==> src/dout_sel_pkg.sv <==
// Purpose: constants and carriers for the digital output function selector
// Assumes: one 20 MHz clock, asynchronous active-low reset
// Notes:   selector codes and parameter addresses shared by design and bench
//
// Functional notes
// code 1 leaves the output free, driven by its general-use level only
// code 2 asserts output in ready-to-switch-on, switched-on or operation-enabled
// code 3 asserts output only in operation-enabled state
// code 4 asserts output while capture-triggered relative move is active or finished
// code 5 shows position deviation in window; code 6 velocity deviation in window
// code 7 shows velocity below threshold; code 8 current below threshold
// code 9 drives the output with halt acknowledgement
// code 13 asserts output while motor is at standstill
// code 14 asserts output while a selected class 1 to 4 error is active
// code 16 asserts output while a selected class 0 warning is active
// code 22 shows positive motion; code 23 shows negative motion
// selector writes accepted only with power stage disabled; operator disables it first
// written selector is stored but governs the output only after next power-on
// writes of unlisted codes are rejected and the old value kept
package dout_sel_pkg;

  // parameter addresses on the fieldbus
  localparam logic [15:0] ADDR_OUT2 = 16'h0716;
  localparam logic [15:0] ADDR_OUT3 = 16'h0718;

  // selector codes
  localparam logic [15:0] SEL_FREE     = 16'h0001;
  localparam logic [15:0] SEL_NO_FAULT = 16'h0002;
  localparam logic [15:0] SEL_ACTIVE   = 16'h0003;
  localparam logic [15:0] SEL_REL_MOVE = 16'h0004;
  localparam logic [15:0] SEL_POS_WIN  = 16'h0005;
  localparam logic [15:0] SEL_VEL_WIN  = 16'h0006;
  localparam logic [15:0] SEL_VEL_LOW  = 16'h0007;
  localparam logic [15:0] SEL_CUR_LOW  = 16'h0008;
  localparam logic [15:0] SEL_HALT_ACK = 16'h0009;
  localparam logic [15:0] SEL_STILL    = 16'h000D;
  localparam logic [15:0] SEL_ERROR    = 16'h000E;
  localparam logic [15:0] SEL_WARNING  = 16'h0010;
  localparam logic [15:0] SEL_MOVE_POS = 16'h0016;
  localparam logic [15:0] SEL_MOVE_NEG = 16'h0017;

  // value of both selectors after reset
  localparam logic [15:0] SEL_RESET    = SEL_FREE;

  localparam int unsigned NUM_OUTPUTS = 2;

  // internal status conditions feeding the outputs
  typedef struct packed {
    logic ready_to_switch_on;
    logic switched_on;
    logic operation_enabled;
    logic relative_move_after_capture;
    logic pos_dev_in_window;
    logic vel_dev_in_window;
    logic vel_below_threshold;
    logic cur_below_threshold;
    logic halt_ack;
    logic standstill;
    logic selected_error;
    logic selected_warning;
    logic moves_positive;
    logic moves_negative;
  } status_s;

  // one parameter access request
  typedef struct packed {
    logic        wr;
    logic        rd;
    logic [15:0] addr;
    logic [15:0] wdata;
  } param_req_s;

endpackage

==> src/digital_output_function_select.sv <==
// Purpose: selects the status condition driven onto digital outputs 2 and 3
// Assumes: status and requests come from logic on clk; no synchronisers needed
// Notes:   stored selector is the persistent copy; active selector is what drives
module digital_output_function_select (
  // clock and reset
  input  wire logic                     clk,
  input  wire logic                     rst_n,
  // parameter access
  input  wire dout_sel_pkg::param_req_s param_req,
  output logic [15:0]                   param_rdata,
  output logic                          param_ack,
  output logic                          param_err,
  // drive state
  input  wire logic                     power_stage_enabled,
  input  wire logic                     power_up_load,
  input  wire dout_sel_pkg::status_s    status,
  input  wire logic [1:0]               free_level,
  // outputs
  output logic                          digital_output_2,
  output logic                          digital_output_3
);

  logic [1:0][15:0] stored_r;
  logic [1:0][15:0] active_r;
  logic [1:0]       out_r;
  logic [15:0]      rdata_r;
  logic             ack_r;
  logic             err_r;
  logic             hit;
  logic             idx;
  logic             wr_ok;
  logic             rd_ok;

  function automatic logic sel_valid(input logic [15:0] c);
    logic v;
    v = 1'b0;
    case (c)
      dout_sel_pkg::SEL_FREE, dout_sel_pkg::SEL_NO_FAULT, dout_sel_pkg::SEL_ACTIVE,
      dout_sel_pkg::SEL_REL_MOVE, dout_sel_pkg::SEL_POS_WIN, dout_sel_pkg::SEL_VEL_WIN,
      dout_sel_pkg::SEL_VEL_LOW, dout_sel_pkg::SEL_CUR_LOW, dout_sel_pkg::SEL_HALT_ACK,
      dout_sel_pkg::SEL_STILL, dout_sel_pkg::SEL_ERROR, dout_sel_pkg::SEL_WARNING,
      dout_sel_pkg::SEL_MOVE_POS, dout_sel_pkg::SEL_MOVE_NEG: v = 1'b1;
      default: v = 1'b0;
    endcase
    return v;
  endfunction

  function automatic logic sel_drive(input logic [15:0] c, input dout_sel_pkg::status_s s,
                                     input logic free);
    logic d;
    d = 1'b0;
    case (c)
      dout_sel_pkg::SEL_FREE:     d = free;
      dout_sel_pkg::SEL_NO_FAULT: d = s.ready_to_switch_on | s.switched_on
                                      | s.operation_enabled;
      dout_sel_pkg::SEL_ACTIVE:   d = s.operation_enabled;
      dout_sel_pkg::SEL_REL_MOVE: d = s.relative_move_after_capture;
      dout_sel_pkg::SEL_POS_WIN:  d = s.pos_dev_in_window;
      dout_sel_pkg::SEL_VEL_WIN:  d = s.vel_dev_in_window;
      dout_sel_pkg::SEL_VEL_LOW:  d = s.vel_below_threshold;
      dout_sel_pkg::SEL_CUR_LOW:  d = s.cur_below_threshold;
      dout_sel_pkg::SEL_HALT_ACK: d = s.halt_ack;
      dout_sel_pkg::SEL_STILL:    d = s.standstill;
      dout_sel_pkg::SEL_ERROR:    d = s.selected_error;
      dout_sel_pkg::SEL_WARNING:  d = s.selected_warning;
      dout_sel_pkg::SEL_MOVE_POS: d = s.moves_positive;
      dout_sel_pkg::SEL_MOVE_NEG: d = s.moves_negative;
      default:                    d = 1'b0;
    endcase
    return d;
  endfunction

  // address decode
  always_comb begin
    hit = 1'b0;
    idx = 1'b0;
    if (param_req.addr == dout_sel_pkg::ADDR_OUT2) begin
      hit = 1'b1;
      idx = 1'b0;
    end else if (param_req.addr == dout_sel_pkg::ADDR_OUT3) begin
      hit = 1'b1;
      idx = 1'b1;
    end
  end

  // a write wins over a simultaneous read
  assign wr_ok = param_req.wr & hit & ~power_stage_enabled
                 & sel_valid(param_req.wdata);
  assign rd_ok = param_req.rd & ~param_req.wr & hit;

  genvar g;
  generate
    for (g = 0; g < dout_sel_pkg::NUM_OUTPUTS; g++) begin : gen_out
      // persistent copy, updated by accepted writes
      always_ff @(posedge clk or negedge rst_n) begin
        if (!rst_n) begin
          stored_r[g] <= dout_sel_pkg::SEL_RESET;
        end else if (wr_ok && (idx == 1'(g))) begin
          stored_r[g] <= param_req.wdata;
        end
      end

      // new setting only takes hold at power-on, so a running output never glitches
      always_ff @(posedge clk or negedge rst_n) begin
        if (!rst_n) begin
          active_r[g] <= dout_sel_pkg::SEL_RESET;
        end else if (power_up_load) begin
          active_r[g] <= stored_r[g];
        end
      end

      always_ff @(posedge clk or negedge rst_n) begin
        if (!rst_n) begin
          out_r[g] <= 1'b0;
        end else begin
          out_r[g] <= sel_drive(active_r[g], status, free_level[g]);
        end
      end
    end
  endgenerate

  // access answer, one cycle after the request
  always_ff @(posedge clk or negedge rst_n) begin
    if (!rst_n) begin
      ack_r <= 1'b0;
      err_r <= 1'b0;
    end else begin
      ack_r <= wr_ok | rd_ok;
      err_r <= (param_req.wr & ~wr_ok) | (param_req.rd & ~param_req.wr & ~hit);
    end
  end

  // read data holds until the next good read
  always_ff @(posedge clk or negedge rst_n) begin
    if (!rst_n) begin
      rdata_r <= '0;
    end else if (rd_ok) begin
      rdata_r <= stored_r[idx];
    end
  end

  assign param_rdata      = rdata_r;
  assign param_ack        = ack_r;
  assign param_err        = err_r;
  assign digital_output_2 = out_r[0];
  assign digital_output_3 = out_r[1];
endmodule

==> config.mk <==
export PLATFORM = sky130hd
export DESIGN_NAME = digital_output_function_select
export DESIGN_NICKNAME = d
export VERILOG_FILES = /design/src/dout_sel_pkg.sv /design/src/digital_output_function_select.sv
export SDC_FILE = /design/constraint.sdc
export NUM_CORES = 1
export LEC_CHECK = 0
export BUFFER_PORTS_ARGS = -buffer_cell sky130_fd_sc_hd__buf_2
export CORE_MARGIN = 5
export CORE_UTILIZATION = 55
export DETAILED_ROUTE_END_ITERATION = 7
export PLACE_DENSITY = 0.79
export SLEW_MARGIN = 20
export SYNTH_ARGS = -nofsm -noshare
export SYNTH_HDL_FRONTEND = slang
export SYNTH_SLANG_ARGS = --single-unit
==> constraint.sdc <==
create_clock -name clk -period 2.12 [get_ports clk]
set_input_delay 0 -clock clk [delete_from_list [all_inputs] [get_ports clk]]
set_output_delay 0 -clock clk [all_outputs]
set_load 0.05 [all_outputs]
Word-level counts from Yosys, hierarchy flattened
Memories as Yosys holds them, arrays and structs flattened.
Cells that the tools add are included.
- bits in registers: 84
- bits in latches: 0
- memory bits (writable): 0
- bits in read-only memories: 32
- logic and storage cells: 68
- memories kept: 1
- memories (memory ; words ; width ; read ports ; clocked after memory_dff ; wr ports ; line ; RTL):
    (name not given) ; 32 ; 1 ; 1 ; 0 ; 0 ; digital_output_function_select.sv:37 ; case (c)
- add/subtract/negate cells: 0
- multipliers: 0
- div/mod/pow operators: 0
- $lt $le $gt $ge: 1
- equality and inequality tests: 30
- shifts and indexed selects: 0
- mux-type cells: 8
- bitwise logic cells: 16
- reduce and logical (&&, ||, !) cells: 3
- operator list (operator ; number):
    16-bit by 3-bit equality test with 1-bit output, second input constant ; 8
    16-bit by 4-bit equality test with 1-bit output, second input constant ; 8
    16-bit by 5-bit equality test with 1-bit output, second input constant ; 6
    16-bit by 2-bit equality test with 1-bit output, second input constant ; 4
    16-bit by 1-bit equality test with 1-bit output, second input constant ; 2
    16-bit by 11-bit equality test with 1-bit output, second input constant ; 2
    16-bit 2-to-1 mux ; 2
    1-bit case mux with 14 select lines ; 2
    11-bit zero test ; 1
    1-bit bitwise AND ; 7
    1-bit inverter ; 5
    1-bit 2-to-1 mux ; 4
    1-bit OR ; 4
    1-bit logical AND ; 2
    1-bit by 2-bit < comparator with 1-bit output, second input constant ; 1

Depth between registers and ports, before layout
Gate-level depths: netlist of run 1.
- depth in word-level cells: 9
- gate-level depth with buffers: 7
- gate-level depth less buffers: 6

Least setup slack after synthesis of run 1
OpenSTA, ideal clock, no wires.
- path type: register to register
- start point: reg active_r[0] (netlist bit)
- end point: reg out_r[0] (netlist: digital_output_2)
- arrival time: 1.613 ns
- data required time: 1.983 ns
- slack: 0.370 ns
- stages on the path, launching flop included: 7
- path buffers: 1
- clock period less this slack: 1.750 ns
- cell sequence: dfstp_2 -> clkbuf_1 -> mux2i_1 -> nor3_1 -> a21o_1 -> a2111oi_0 -> nor3_1
- word-level cells in the longest chain between the ends: 2
- elaborated cells on any way between the ends: 15
- RTL lines (element ; line ; RTL):
    from (decl) ; digital_output_function_select.sv:24 ; logic [1:0][15:0] active_r;
    from (signal, indexed assignment) ; digital_output_function_select.sv:106 ; active_r[g] <= dout_sel_pkg::SEL_RESET;
    from (signal, indexed assignment) ; digital_output_function_select.sv:108 ; active_r[g] <= stored_r[g];
    16-bit by 5-bit equality test with 1-bit output, or another cell as far along ; digital_output_function_select.sv:52 ; case (c)
    1-bit case mux with 14 select lines * ; digital_output_function_select.sv:52 ;
    to (signal, indexed assignment) ; digital_output_function_select.sv:116 ; out_r[g] <= sel_drive(active_r[g], status, free_level[g]);
    to (decl) ; digital_output_function_select.sv:25 ; logic [1:0] out_r;
Every way passes the cells marked *; elsewhere a longest branch is shown, timed or not.
A chain may end at the register's enable or synchronous reset.

Worst setup path after layout of run 1
- start point: in param_req[4] (netlist bit)
- end point: reg stored_r[1] (netlist bit)
- word-level cells in the longest chain between the ends: 4
- RTL lines (element ; line ; RTL):
    from (decl) ; digital_output_function_select.sv:9 ; input wire dout_sel_pkg::param_req_s param_req,
    memory 32 x 1 bit ; n/a ;
    1-bit 2-to-1 mux ; digital_output_function_select.sv:37 ;
    1-bit bitwise AND ; digital_output_function_select.sv:88 ; & sel_valid(param_req.wdata);
    1-bit logical AND ; digital_output_function_select.sv:98 ; end else if (wr_ok && (idx == 1'(g))) begin
    to (signal, indexed assignment) ; digital_output_function_select.sv:97 ; stored_r[g] <= dout_sel_pkg::SEL_RESET;
    to (signal, indexed assignment) ; digital_output_function_select.sv:99 ; stored_r[g] <= param_req.wdata;
    to (decl) ; digital_output_function_select.sv:23 ; logic [1:0][15:0] stored_r;
Every way passes these cells.

==> results by group, run 1 <==
Outcome
  • Status: finished, final reports clean

Critical path
  • Crit Reg-Reg Startpoint: active_r[0]
  • Worst reg2reg setup slack: between 0.3 and 0.4 ns
  • Arrival time of data at the critical path endpoint: 2.25 ns
  • Number of cell instances on the worst register-to-register path: 5
  • Element type at the critical path end: register
  • Startpoint Class: input pin
  • Peak fanout along the critical path: 8
  • Req. time, crit path: ~2.4 ns
  • Standard cell with the maximum stage delay on the critical path: sky130_fd_sc_hd__dlygate4sd3_1
  • Cell breakdown of the critical path: dlygate4sd3_1 -> buf_2 -> inv_1 -> o22ai_1 -> a221o_1 -> nor4_4 -> mux2_2
  • Worst r2r dst: digital_output_2
  • Critical path class: in2reg
  • Delay contributed by the slowest stage of the critical path: roughly 0.54 ns
  • Crit path from: param_req[4]
  • Buf+Inv Stages, Crit Path: 3
  • Family of cells with the greatest summed delay on the critical path: buffers and inverters

Floorplan
  • I/O pins: 74
  • Placement Rows: 30
  • Core area: roughly 6700 sq um
  • Die ar.: between 8000 and 9000 sq um
  • Floorplan die width: 92.6 microns
  • Die Ht: a little over 90 microns
  • Starting density of the core: a little under three fifths

Global routing
  • GR Overflow Total: 0
  • Wire length of the first global-routing pass: ~13 mm
  • GRT Max-Usage Layer: met2
  • Pin count of the biggest net entering global routing: between 70 and 80
  • Tot GR Track Use: around a fifth
  • Initial antenna violation count: 0
  • Global-route met2 utilization: between 30% and 40%
  • GR Util met3: 4.79%
  • Met1 track demand over resource: around 25%
  • Vias in the first global route: 2,656

Synthesis
  • Seq/Total Area, Yosys: about 56%
  • Netlist cell types: 47
  • Flip-flop and latch count after synthesis: 84
  • Primary flip-flop cell chosen by synthesis mapping: sky130_fd_sc_hd__dfrtp_1
  • EDFF count, synth: 0
  • Syn nets: between 300 and 400
  • Post-synthesis cell count: about 280
  • Netlist area before placement: around 3800 sq um
  • Average instance area after synthesis: 13.5 sq um
  • Fraction of registers with async set or reset after synthesis: between 90% and 100%
  • Number of warnings printed during yosys synthesis: 0

Clock tree
  • Maximum level of the CTS H-tree: 3
  • Clk_lat worst skew: approximately 0.35 ns
  • Post-CTS setup buffer count: 0
  • Clock transition time at the flip-flop clock pins of the worst setup and hold paths: about 0.08 ns
  • Clock sink count: between 80 and 90
  • Maximum clock insertion buffer count: 2
  • Num CTS Buffers: 9
  • Clock tree from TritonCTS: built
  • Library cell used as clock root buffer: sky130_fd_sc_hd__clkbuf_8

Timing
  • Slew Viols, Final: 0
  • Max frequency: 497 MHz
  • Post-route clock period utilization: 94.9%
  • Minimum setup slack in the final design: between 0.1 and 0.15 ns
  • Unrepaired setup endpoints after global routing: false
  • Setup Viol. Count Final: 0
  • Relative slew slack: about half
  • Setup tns final: 0 ns
  • Fin. Hold Viols: 0
  • Worst hold slack after final layout: between 0.04 and 0.05 ns
  • Clock period minus worst slack: around 2.0 ns
  • Final setup skew: slightly above 0.01 ns
  • Slew at the pin with the worst max-slew slack: between 0.7 and 0.8 ns

Cells and area
  • Most frequent cells in the layout: sky130_fd_sc_hd__dfrtp_1 (80), sky130_fd_sc_hd__mux2_2 (75), sky130_fd_sc_hd__buf_2 (72), sky130_fd_sc_hd__nor2b_1 (23), sky130_fd_sc_hd__clkbuf_8 (11)
  • Summed area of non-filler cells in the final layout: 4530 sq um
  • Commonest non-fill, non-tap cell in the layout: sky130_fd_sc_hd__dfrtp_1
  • Layout net count: between 400 and 500
  • Final cell count without fillers: approximately 450
  • Number of inserted filler cells in the final layout: between 400 and 500
  • Final antenna diode count: 0
  • Util after Layout: approximately two thirds
  • Synth-to-layout area growth: 20.6%
  • Share of post-route cells with drive strength above 1: about half

Place
  • Number of cells in the design after placement: 426
  • Placed cell areas: 4240 sq um
  • Buffers on Ports: between 70 and 80
  • Routability-driven placement congestion ratio: 0.811
  • Worst-case setup slack after placement: about 0.11 ns
  • DPL Wire Length: approximately 5.5 mm

Detailed routing
  • Detail-routed via count per cell: about 5.5
  • Router iterations before antenna repair: 5
  • Final WL: approximately 7.7 mm
  • Routed wirelength normalized by instance count: ~17 microns
  • Iteration-0 DRC Markers: between 100 and 150
  • Final routed DRC violation total: 0
  • Via Count: 2,484
  • Antenna Nets Post-Route: 0

Power
  • Maximum VDD drop: about 350 uV
  • Total design power: just under 3 mW
  • Static leakage power: around 2.3 nW
  • Cell area power density: approximately 650 nW/um^2

Job
  • Maximum Capacitance Violations: 0

Worst hold path
  • Worst Hold Class: in2async
[synth_stat cells (2+ instances only)]
| master | number | area share, % |
|---|---|---|
| sky130_fd_sc_hd__nor2b_1 | 23 | 3.8 |
| sky130_fd_sc_hd__o22ai_1 | 2 | 0.33 |
| sky130_fd_sc_hd__o31ai_1 | 4 | 0.80 |
| sky130_fd_sc_hd__buf_1 | 3 | 0.30 |
| sky130_fd_sc_hd__nor3b_1 | 4 | 0.80 |
| sky130_fd_sc_hd__nor3_1 | 6 | 0.80 |
| sky130_fd_sc_hd__buf_2 | 4 | 0.53 |
| sky130_fd_sc_hd__and4_1 | 2 | 0.47 |
| sky130_fd_sc_hd__mux2_2 | 75 | 23 |
| sky130_fd_sc_hd__nor4bb_1 | 2 | 0.53 |
| sky130_fd_sc_hd__dfstp_2 | 4 | 2.8 |
| sky130_fd_sc_hd__nand3_1 | 5 | 0.67 |
| sky130_fd_sc_hd__dfrtp_1 | 80 | 53 |
| sky130_fd_sc_hd__nor2_1 | 5 | 0.50 |
| sky130_fd_sc_hd__clkbuf_1 | 6 | 0.60 |
| sky130_fd_sc_hd__a21oi_1 | 3 | 0.40 |
| sky130_fd_sc_hd__nor4_1 | 6 | 1.0 |
| sky130_fd_sc_hd__nand3b_1 | 2 | 0.40 |
| sky130_fd_sc_hd__mux2i_1 | 5 | 1.3 |
| sky130_fd_sc_hd__nor3b_4 | 2 | 1.0 |
| sky130_fd_sc_hd__nand2_1 | 3 | 0.30 |
| sky130_fd_sc_hd__o21ai_0 | 4 | 0.53 |
| sky130_fd_sc_hd__inv_1 | 4 | 0.40 |
[final cells by class]
type                       instances  area, sq um  share of cell area (%)
multi-input combinational        176         1570                    34.7
clock inverter                     4         56.3                    1.24
inverter                           4         15.0                   0.332
timing repair buffer              90          528                    11.7
tap                               80          100                    2.21
sequential                        84         2110                    46.5
clock buffer                      11          151                    3.34
[report_power, final]
| part | total, mW | internal [mW] | switching (mW) | leakage [nW] |
|---|---|---|---|---|
| combinational | 0.162 | 0.0761 | 0.0863 | 1.08 |
| sequential | 1.60 | 1.60 | 0.000149 | 1.16 |
| clock | 1.17 | 0.610 | 0.559 | 0.106 |
| total | 2.93 | 2.29 | 0.645 | 2.35 |
[kinds of logic after synthesis]
group / share of synthesized area [%]
simple gates: 12.6
fa+ha+maj: 0.333
flops: 56.2
buf+inv: 2.03
mux: 23.8
compound gates: 5.04
[flip-flops by register name, indices dropped and copies added (netlist names)]
name              cells
active_r             32
stored_r             32
param_rdata          16
digital_output_2      1
digital_output_3      1
param_ack             1
param_err             1
[worst max path at each step]
| stage | to | slack (ns) | cells after the start |
|---|---|---|---|
| finish | stored_r[1] | 0.11 | 7 |
| detailed placement | stored_r[1] | 0.11 | 7 |
| global placement | stored_r[1] | 0.16 | 7 |
| CTS | stored_r[1] | 0.15 | 7 |
| floorplan | digital_output_2 | 0.37 | 6 |
| global route | stored_r[3] | 0.01 | 7 |
[per-layer routing]
metal,vias up,wire (microns)
li1,1185,-
met5,-,0
met4,0,136
met3,12,408
met2,74,3750
met1,1213,3410
[timing repair]
item,in CTS,in global routing
endpoints found under the setup margin,0,0
hold buffers,8,0
endpoints found under the hold margin,95,0
resized for setup,0,0
Power figures use the tool's default switching activity.
==> run 2: changes to the inputs <==
- MAX_ROUTING_LAYER: not set -> met4
==> results by group, run 2 (same netlist as run 1, synthesis figures left out) <==
Detailed routing
  • Router iterations before antenna repair: 4
  • Via Count: 2,481
  • Top Metal Used: met4
  • Sum of met2 wire segment lengths after detailed routing: 3.74 mm
  • Final routed DRC violation total: 0
  • Antenna Nets Post-Route: 0
  • Met3 routed WL: roughly 360 microns
  • Metal-1 WL: roughly 3.5 mm
  • Detail-routed via count per cell: ~5.5
  • Final WL: slightly below 8 mm
  • Iteration-0 DRC Markers: between 100 and 150
  • Routed wirelength normalized by instance count: between 15 and 20 microns

Place
  • DPL Wire Length: around 5.5 mm
  • Routability-driven placement congestion ratio: between 0.8 and 0.9
  • Buffers on Ports: 73
  • Placed cell areas: about 4200 sq um

Outcome
  • Status: finished, final reports clean

Floorplan
  • Starting density of the core: 55.8%
  • Die Ht: around 93 microns
  • Core area: roughly 6700 sq um
  • Die ar.: ~8600 sq um
  • Placement Rows: 30
  • I/O pins: 74
  • Floorplan die width: about 93 microns

Timing
  • Final setup skew: roughly 0.01 ns
  • Relative slew slack: between 50% and 60%
  • Setup tns final: 0 ns
  • Slew at the pin with the worst max-slew slack: 0.744 ns
  • Post-route clock period utilization: a little over nine tenths
  • Setup Viol. Count Final: 0
  • Slew Viols, Final: 0
  • Max frequency: a little under 500 MHz
  • Fin. Hold Viols: 0
  • Clock period minus worst slack: 2.02 ns
  • Unrepaired setup endpoints after global routing: false

Critical path
  • Req. time, crit path: ~2.4 ns
  • Worst r2r dst: digital_output_2
  • Number of cell instances on the worst register-to-register path: 5
  • Startpoint Class: input pin
  • Arrival time of data at the critical path endpoint: 2.26 ns
  • Critical path class: in2reg
  • Worst reg2reg setup slack: around 0.32 ns
  • Element type at the critical path end: register
  • Crit Reg-Reg Startpoint: active_r[0]
  • Peak fanout along the critical path: 8

Clock tree
  • Maximum level of the CTS H-tree: 3
  • Clk_lat worst skew: about 0.35 ns
  • Library cell used as clock root buffer: sky130_fd_sc_hd__clkbuf_8
  • Post-cts gate resize count: 0
  • Clock transition time at the flip-flop clock pins of the worst setup and hold paths: 0.08 ns
  • Clock tree from TritonCTS: built
  • Maximum clock insertion buffer count: 2
  • Clock sink count: 84
  • Num CTS Buffers: 9

Cells and area
  • Final antenna diode count: 0
  • Summed area of non-filler cells in the final layout: between 4000 and 5000 sq um
  • Share of post-route cells with drive strength above 1: 49.9%
  • Synth-to-layout area growth: 20.6%
  • Layout net count: 420
  • Number of inserted filler cells in the final layout: roughly 450
  • Most frequent cells in the layout: sky130_fd_sc_hd__dfrtp_1 (80), sky130_fd_sc_hd__mux2_2 (75), sky130_fd_sc_hd__buf_2 (72), sky130_fd_sc_hd__nor2b_1 (23), sky130_fd_sc_hd__clkbuf_8 (11)
  • Commonest non-fill, non-tap cell in the layout: sky130_fd_sc_hd__dfrtp_1

Global routing
  • Tot GR Track Use: between 20% and 30%
  • Pin count of the biggest net entering global routing: just over 70
  • Wire length of the first global-routing pass: 13.0 mm
  • Vias in the first global route: around 2,700
  • Initial antenna violation count: 0
  • GR Overflow Total: 0

Power
  • Cell area power density: approximately 650 nW/um^2
  • Total design power: between 2 and 3 mW
  • Maximum VDD drop: approximately 350 uV
  • Static leakage power: around 2.3 nW

Job
  • Maximum Capacitance Violations: 0

Worst hold path
  • Worst Hold Class: in2async
run 2: cell counts in the layout (fill, tap and decap cells not counted):
Identical to the previous run, type by type.
run 2: cell type report:
cell class | count | area (sq um) | share of cell area (%)
sequential | 84 | 2110 | 46.5
multi-input combinational | 176 | 1570 | 34.7
timing repair buffer | 90 | 528 | 11.7
clock buffer | 11 | 151 | 3.34
tap | 80 | 100 | 2.21
clock inverter | 4 | 56.3 | 1.24
inverter | 4 | 15.0 | 0.332
run 2: worst max-delay path, stage by stage:
cell and delay (ns):
sky130_fd_sc_hd__dlygate4sd3_1 0.54, sky130_fd_sc_hd__buf_2 0.15, sky130_fd_sc_hd__inv_1 0.10, sky130_fd_sc_hd__o22ai_1 0.09, sky130_fd_sc_hd__a221o_1 0.44, sky130_fd_sc_hd__nor4_4 0.53
sky130_fd_sc_hd__mux2_2 0.40
run 2: worst max path at each step:
stage,from,endpoint,slack [ns],cells after the start
detailed placement,param_req[1],stored_r[1],0.11,7
global route,param_req[4],stored_r[3],0.01,7
floorplan,active_r[0],digital_output_2,0.37,6
CTS,param_req[4],stored_r[1],0.15,7
finish,param_req[4],stored_r[1],0.10,7
global placement,param_req[1],stored_r[1],0.16,7
run 2: per-layer routing:
layer / global-route usage (%) / vias to the layer above
met5: - / -
met4: 9.65 / 0
met3: 3.33 / 14
met2: 31.8 / 73
met1: 25.8 / 1208
li1: - / 1186
run 2: per-stage QoR:
step | hold slack (ns) | setup WS [ns] | cells | util, %
floorplan | -0.296 | 0.370 | 278 | -
global placement | -0.131 | 0.159 | 426 | 63.1
detailed placement | -0.129 | 0.108 | 426 | 63.1
CTS | 0.0278 | 0.145 | 449 | 67.4
global route | 0.0596 | 0.0111 | 449 | 67.4
finish | 0.0435 | 0.104 | 449 | 67.4
run 2: repair_timing:
action                                 CTS  global route
hold buffers                             8             0
setup buffers                            0             0
endpoints found under the hold margin   95             0
run 2: report_power, final:
group | leakage [nW] | switching, mW | internal, mW
Clock | 0.106 | 0.559 | 0.611
Sequential | 1.16 | 0.000149 | 1.60
Combinational | 1.08 | 0.0861 | 0.0761
==> run 3: changes to the inputs <==
- CORE_ASPECT_RATIO: not set -> 2
==> results by group, run 3 (same netlist as run 1, synthesis figures left out) <==
Outcome
  • Status: finished, final reports clean

Floorplan
  • Starting density of the core: 56.7%
  • Floorplan die width: about 68 microns
  • Die Ht: between 100 and 150 microns
  • Die ar.: roughly 8700 sq um
  • I/O pins: 74
  • Placement Rows: 42
  • Core area: 6620 sq um

Cells and area
  • Summed area of non-filler cells in the final layout: roughly 4600 sq um
  • Util after Layout: 69.7%
  • Layout net count: 421
  • Commonest non-fill, non-tap cell in the layout: sky130_fd_sc_hd__dfrtp_1
  • Synth-to-layout area growth: 22.9%
  • Final cell count without fillers: approximately 460
  • Final antenna diode count: 0
  • Share of post-route cells with drive strength above 1: 49.1%
  • Most frequent cells in the layout: sky130_fd_sc_hd__dfrtp_1 (80), sky130_fd_sc_hd__mux2_2 (75), sky130_fd_sc_hd__buf_2 (72), sky130_fd_sc_hd__nor2b_1 (23)

Critical path
  • Arrival time of data at the critical path endpoint: about 2.2 ns
  • Crit Reg-Reg Startpoint: active_r[0]
  • Peak fanout along the critical path: 6
  • Delay contributed by the slowest stage of the critical path: 0.52 ns
  • Critical path class: in2reg
  • Standard cell with the maximum stage delay on the critical path: sky130_fd_sc_hd__dlygate4sd3_1
  • Element type at the critical path end: register
  • Cell breakdown of the critical path: dlygate4sd3_1 -> buf_2 -> inv_1 -> ha_1 -> o22ai_1 -> a221o_1 -> nor3b_4 -> mux2_2
  • Req. time, crit path: between 2 and 2.5 ns
  • Worst reg2reg setup slack: around 0.24 ns
  • Worst r2r dst: digital_output_2
  • Startpoint Class: input pin
  • Number of cell instances on the worst register-to-register path: 5

Place
  • Number of cells in the design after placement: 434
  • Worst-case setup slack after placement: between 0.15 and 0.2 ns
  • Placed cell areas: 4260 sq um
  • Routability-driven placement congestion ratio: 0.766
  • Buffers on Ports: 73
  • DPL Wire Length: 5.73 mm

Global routing
  • Pin count of the biggest net entering global routing: between 80 and 90
  • Vias in the first global route: between 2,000 and 3,000
  • Tot GR Track Use: 21.5%
  • GR Overflow Total: 0
  • Wire length of the first global-routing pass: between 10 and 15 mm
  • Initial antenna violation count: 0

Worst hold path
  • Hold-critical path depth: 4
  • Worst Hold Class: in2reg
  • Endpoint, Worst Hold: digital_output_2
  • Hold Path Origin: status[0]

Power
  • Static leakage power: about 2.4 nW
  • Cell area power density: slightly below 700 nW/um^2
  • Maximum VDD drop: about 680 uV
  • Total design power: between 3 and 4 mW

Detailed routing
  • Via Count: ~2,500
  • Iteration-0 DRC Markers: a little over 100
  • Final WL: ~7.9 mm
  • Routed wirelength normalized by instance count: between 15 and 20 microns
  • Final routed DRC violation total: 0
  • Router iterations before antenna repair: 4
  • Antenna Nets Post-Route: 0
  • Detail-routed via count per cell: 5.50

Timing
  • Max frequency: 494 MHz
  • Clock period minus worst slack: slightly above 2 ns
  • Final setup skew: approximately 0.0047 ns
  • Worst hold slack after final layout: between 0.2 and 0.25 ns
  • Slew at the pin with the worst max-slew slack: between 0.7 and 0.8 ns
  • Setup Viol. Count Final: 0
  • Setup tns final: 0 ns
  • Relative slew slack: approximately half
  • Post-route clock period utilization: 95.5%
  • Unrepaired setup endpoints after global routing: false
  • Fin. Hold Viols: 0
  • Minimum setup slack in the final design: between 0.09 and 0.1 ns
  • Slew Viols, Final: 0

Clock tree
  • Post-cts gate resize count: 0
  • Clock sink count: 84
  • Clock tree from TritonCTS: built
  • Library cell used as clock root buffer: sky130_fd_sc_hd__clkbuf_16
  • Maximum clock insertion buffer count: 2
  • Maximum level of the CTS H-tree: 3
  • Num CTS Buffers: 9
  • Clk_lat worst skew: between 0.3 and 0.4 ns
  • Clock transition time at the flip-flop clock pins of the worst setup and hold paths: 0.05 ns

Job
  • Maximum Capacitance Violations: 0
[run 3: cell count changes in the layout (fill, tap and decap cells not counted), sizes merged]
cell	before	now
buf	82	83
inv	5	4
clkbuf	11	14
bufinv	1	0
[run 3: power breakdown]
part	switching [mW]	internal [mW]	leakage, nW
sequential	0.000319	1.61	1.16
clock	0.551	0.822	0.131
combinational	0.0853	0.0756	1.09
total	0.637	2.50	2.38
[run 3: cell type report]
type / instances / area, sq um
Clock buffer: 14 / 254
Multi-Input combinational cell: 176 / 1570
Clock inverter: 2 / 10.0
Fill cell: 505 / 2010
Inverter: 4 / 15.0
Sequential cell: 84 / 2110
Timing Repair Buffer: 91 / 548
Tap cell: 88 / 110
[run 3: routing by layer]
| layer | vias to the layer above | part of all wire (%) | wire (microns) | global-route usage [%] |
|---|---|---|---|---|
| met3 | 23 | 2.5 | 201 | 3.54 |
| met4 | 0 | 3.9 | 308 | 11.8 |
| li1 | 1188 | - | - | - |
| met5 | - | 0 | 0 | - |
| met1 | 1259 | 37 | 2890 | 23.2 |
| met2 | 53 | 57 | 4490 | 35.9 |
[run 3: how the worst max path moves through the flow]
stage | to | cells past startpoint | start
CTS | stored_r[2] | 9 | param_req[0]
floorplan | digital_output_2 | 6 | active_r[0]
global route | stored_r[19] | 8 | param_req[0]
detailed placement | stored_r[2] | 8 | param_req[1]
finish | stored_r[19] | 8 | param_req[0]
global placement | stored_r[1] | 8 | param_req[1]
[run 3: what timing repair did]
action	4_1_cts	5_1_grt
buffers inserted	0	1
setup endpoints to repair	0	13
hold buffers	8	0
endpoints found under the hold margin	91	0
[run 3: worst max-delay path, delay by kind of cell]
kind	cells	cell delay, ns
buffers and inverters	3	0.68
and+or+nand+nor	1	0.41
AOI/OAI and AO/OA	2	0.49
adders and majority gates	1	0.26
muxes	1	0.39
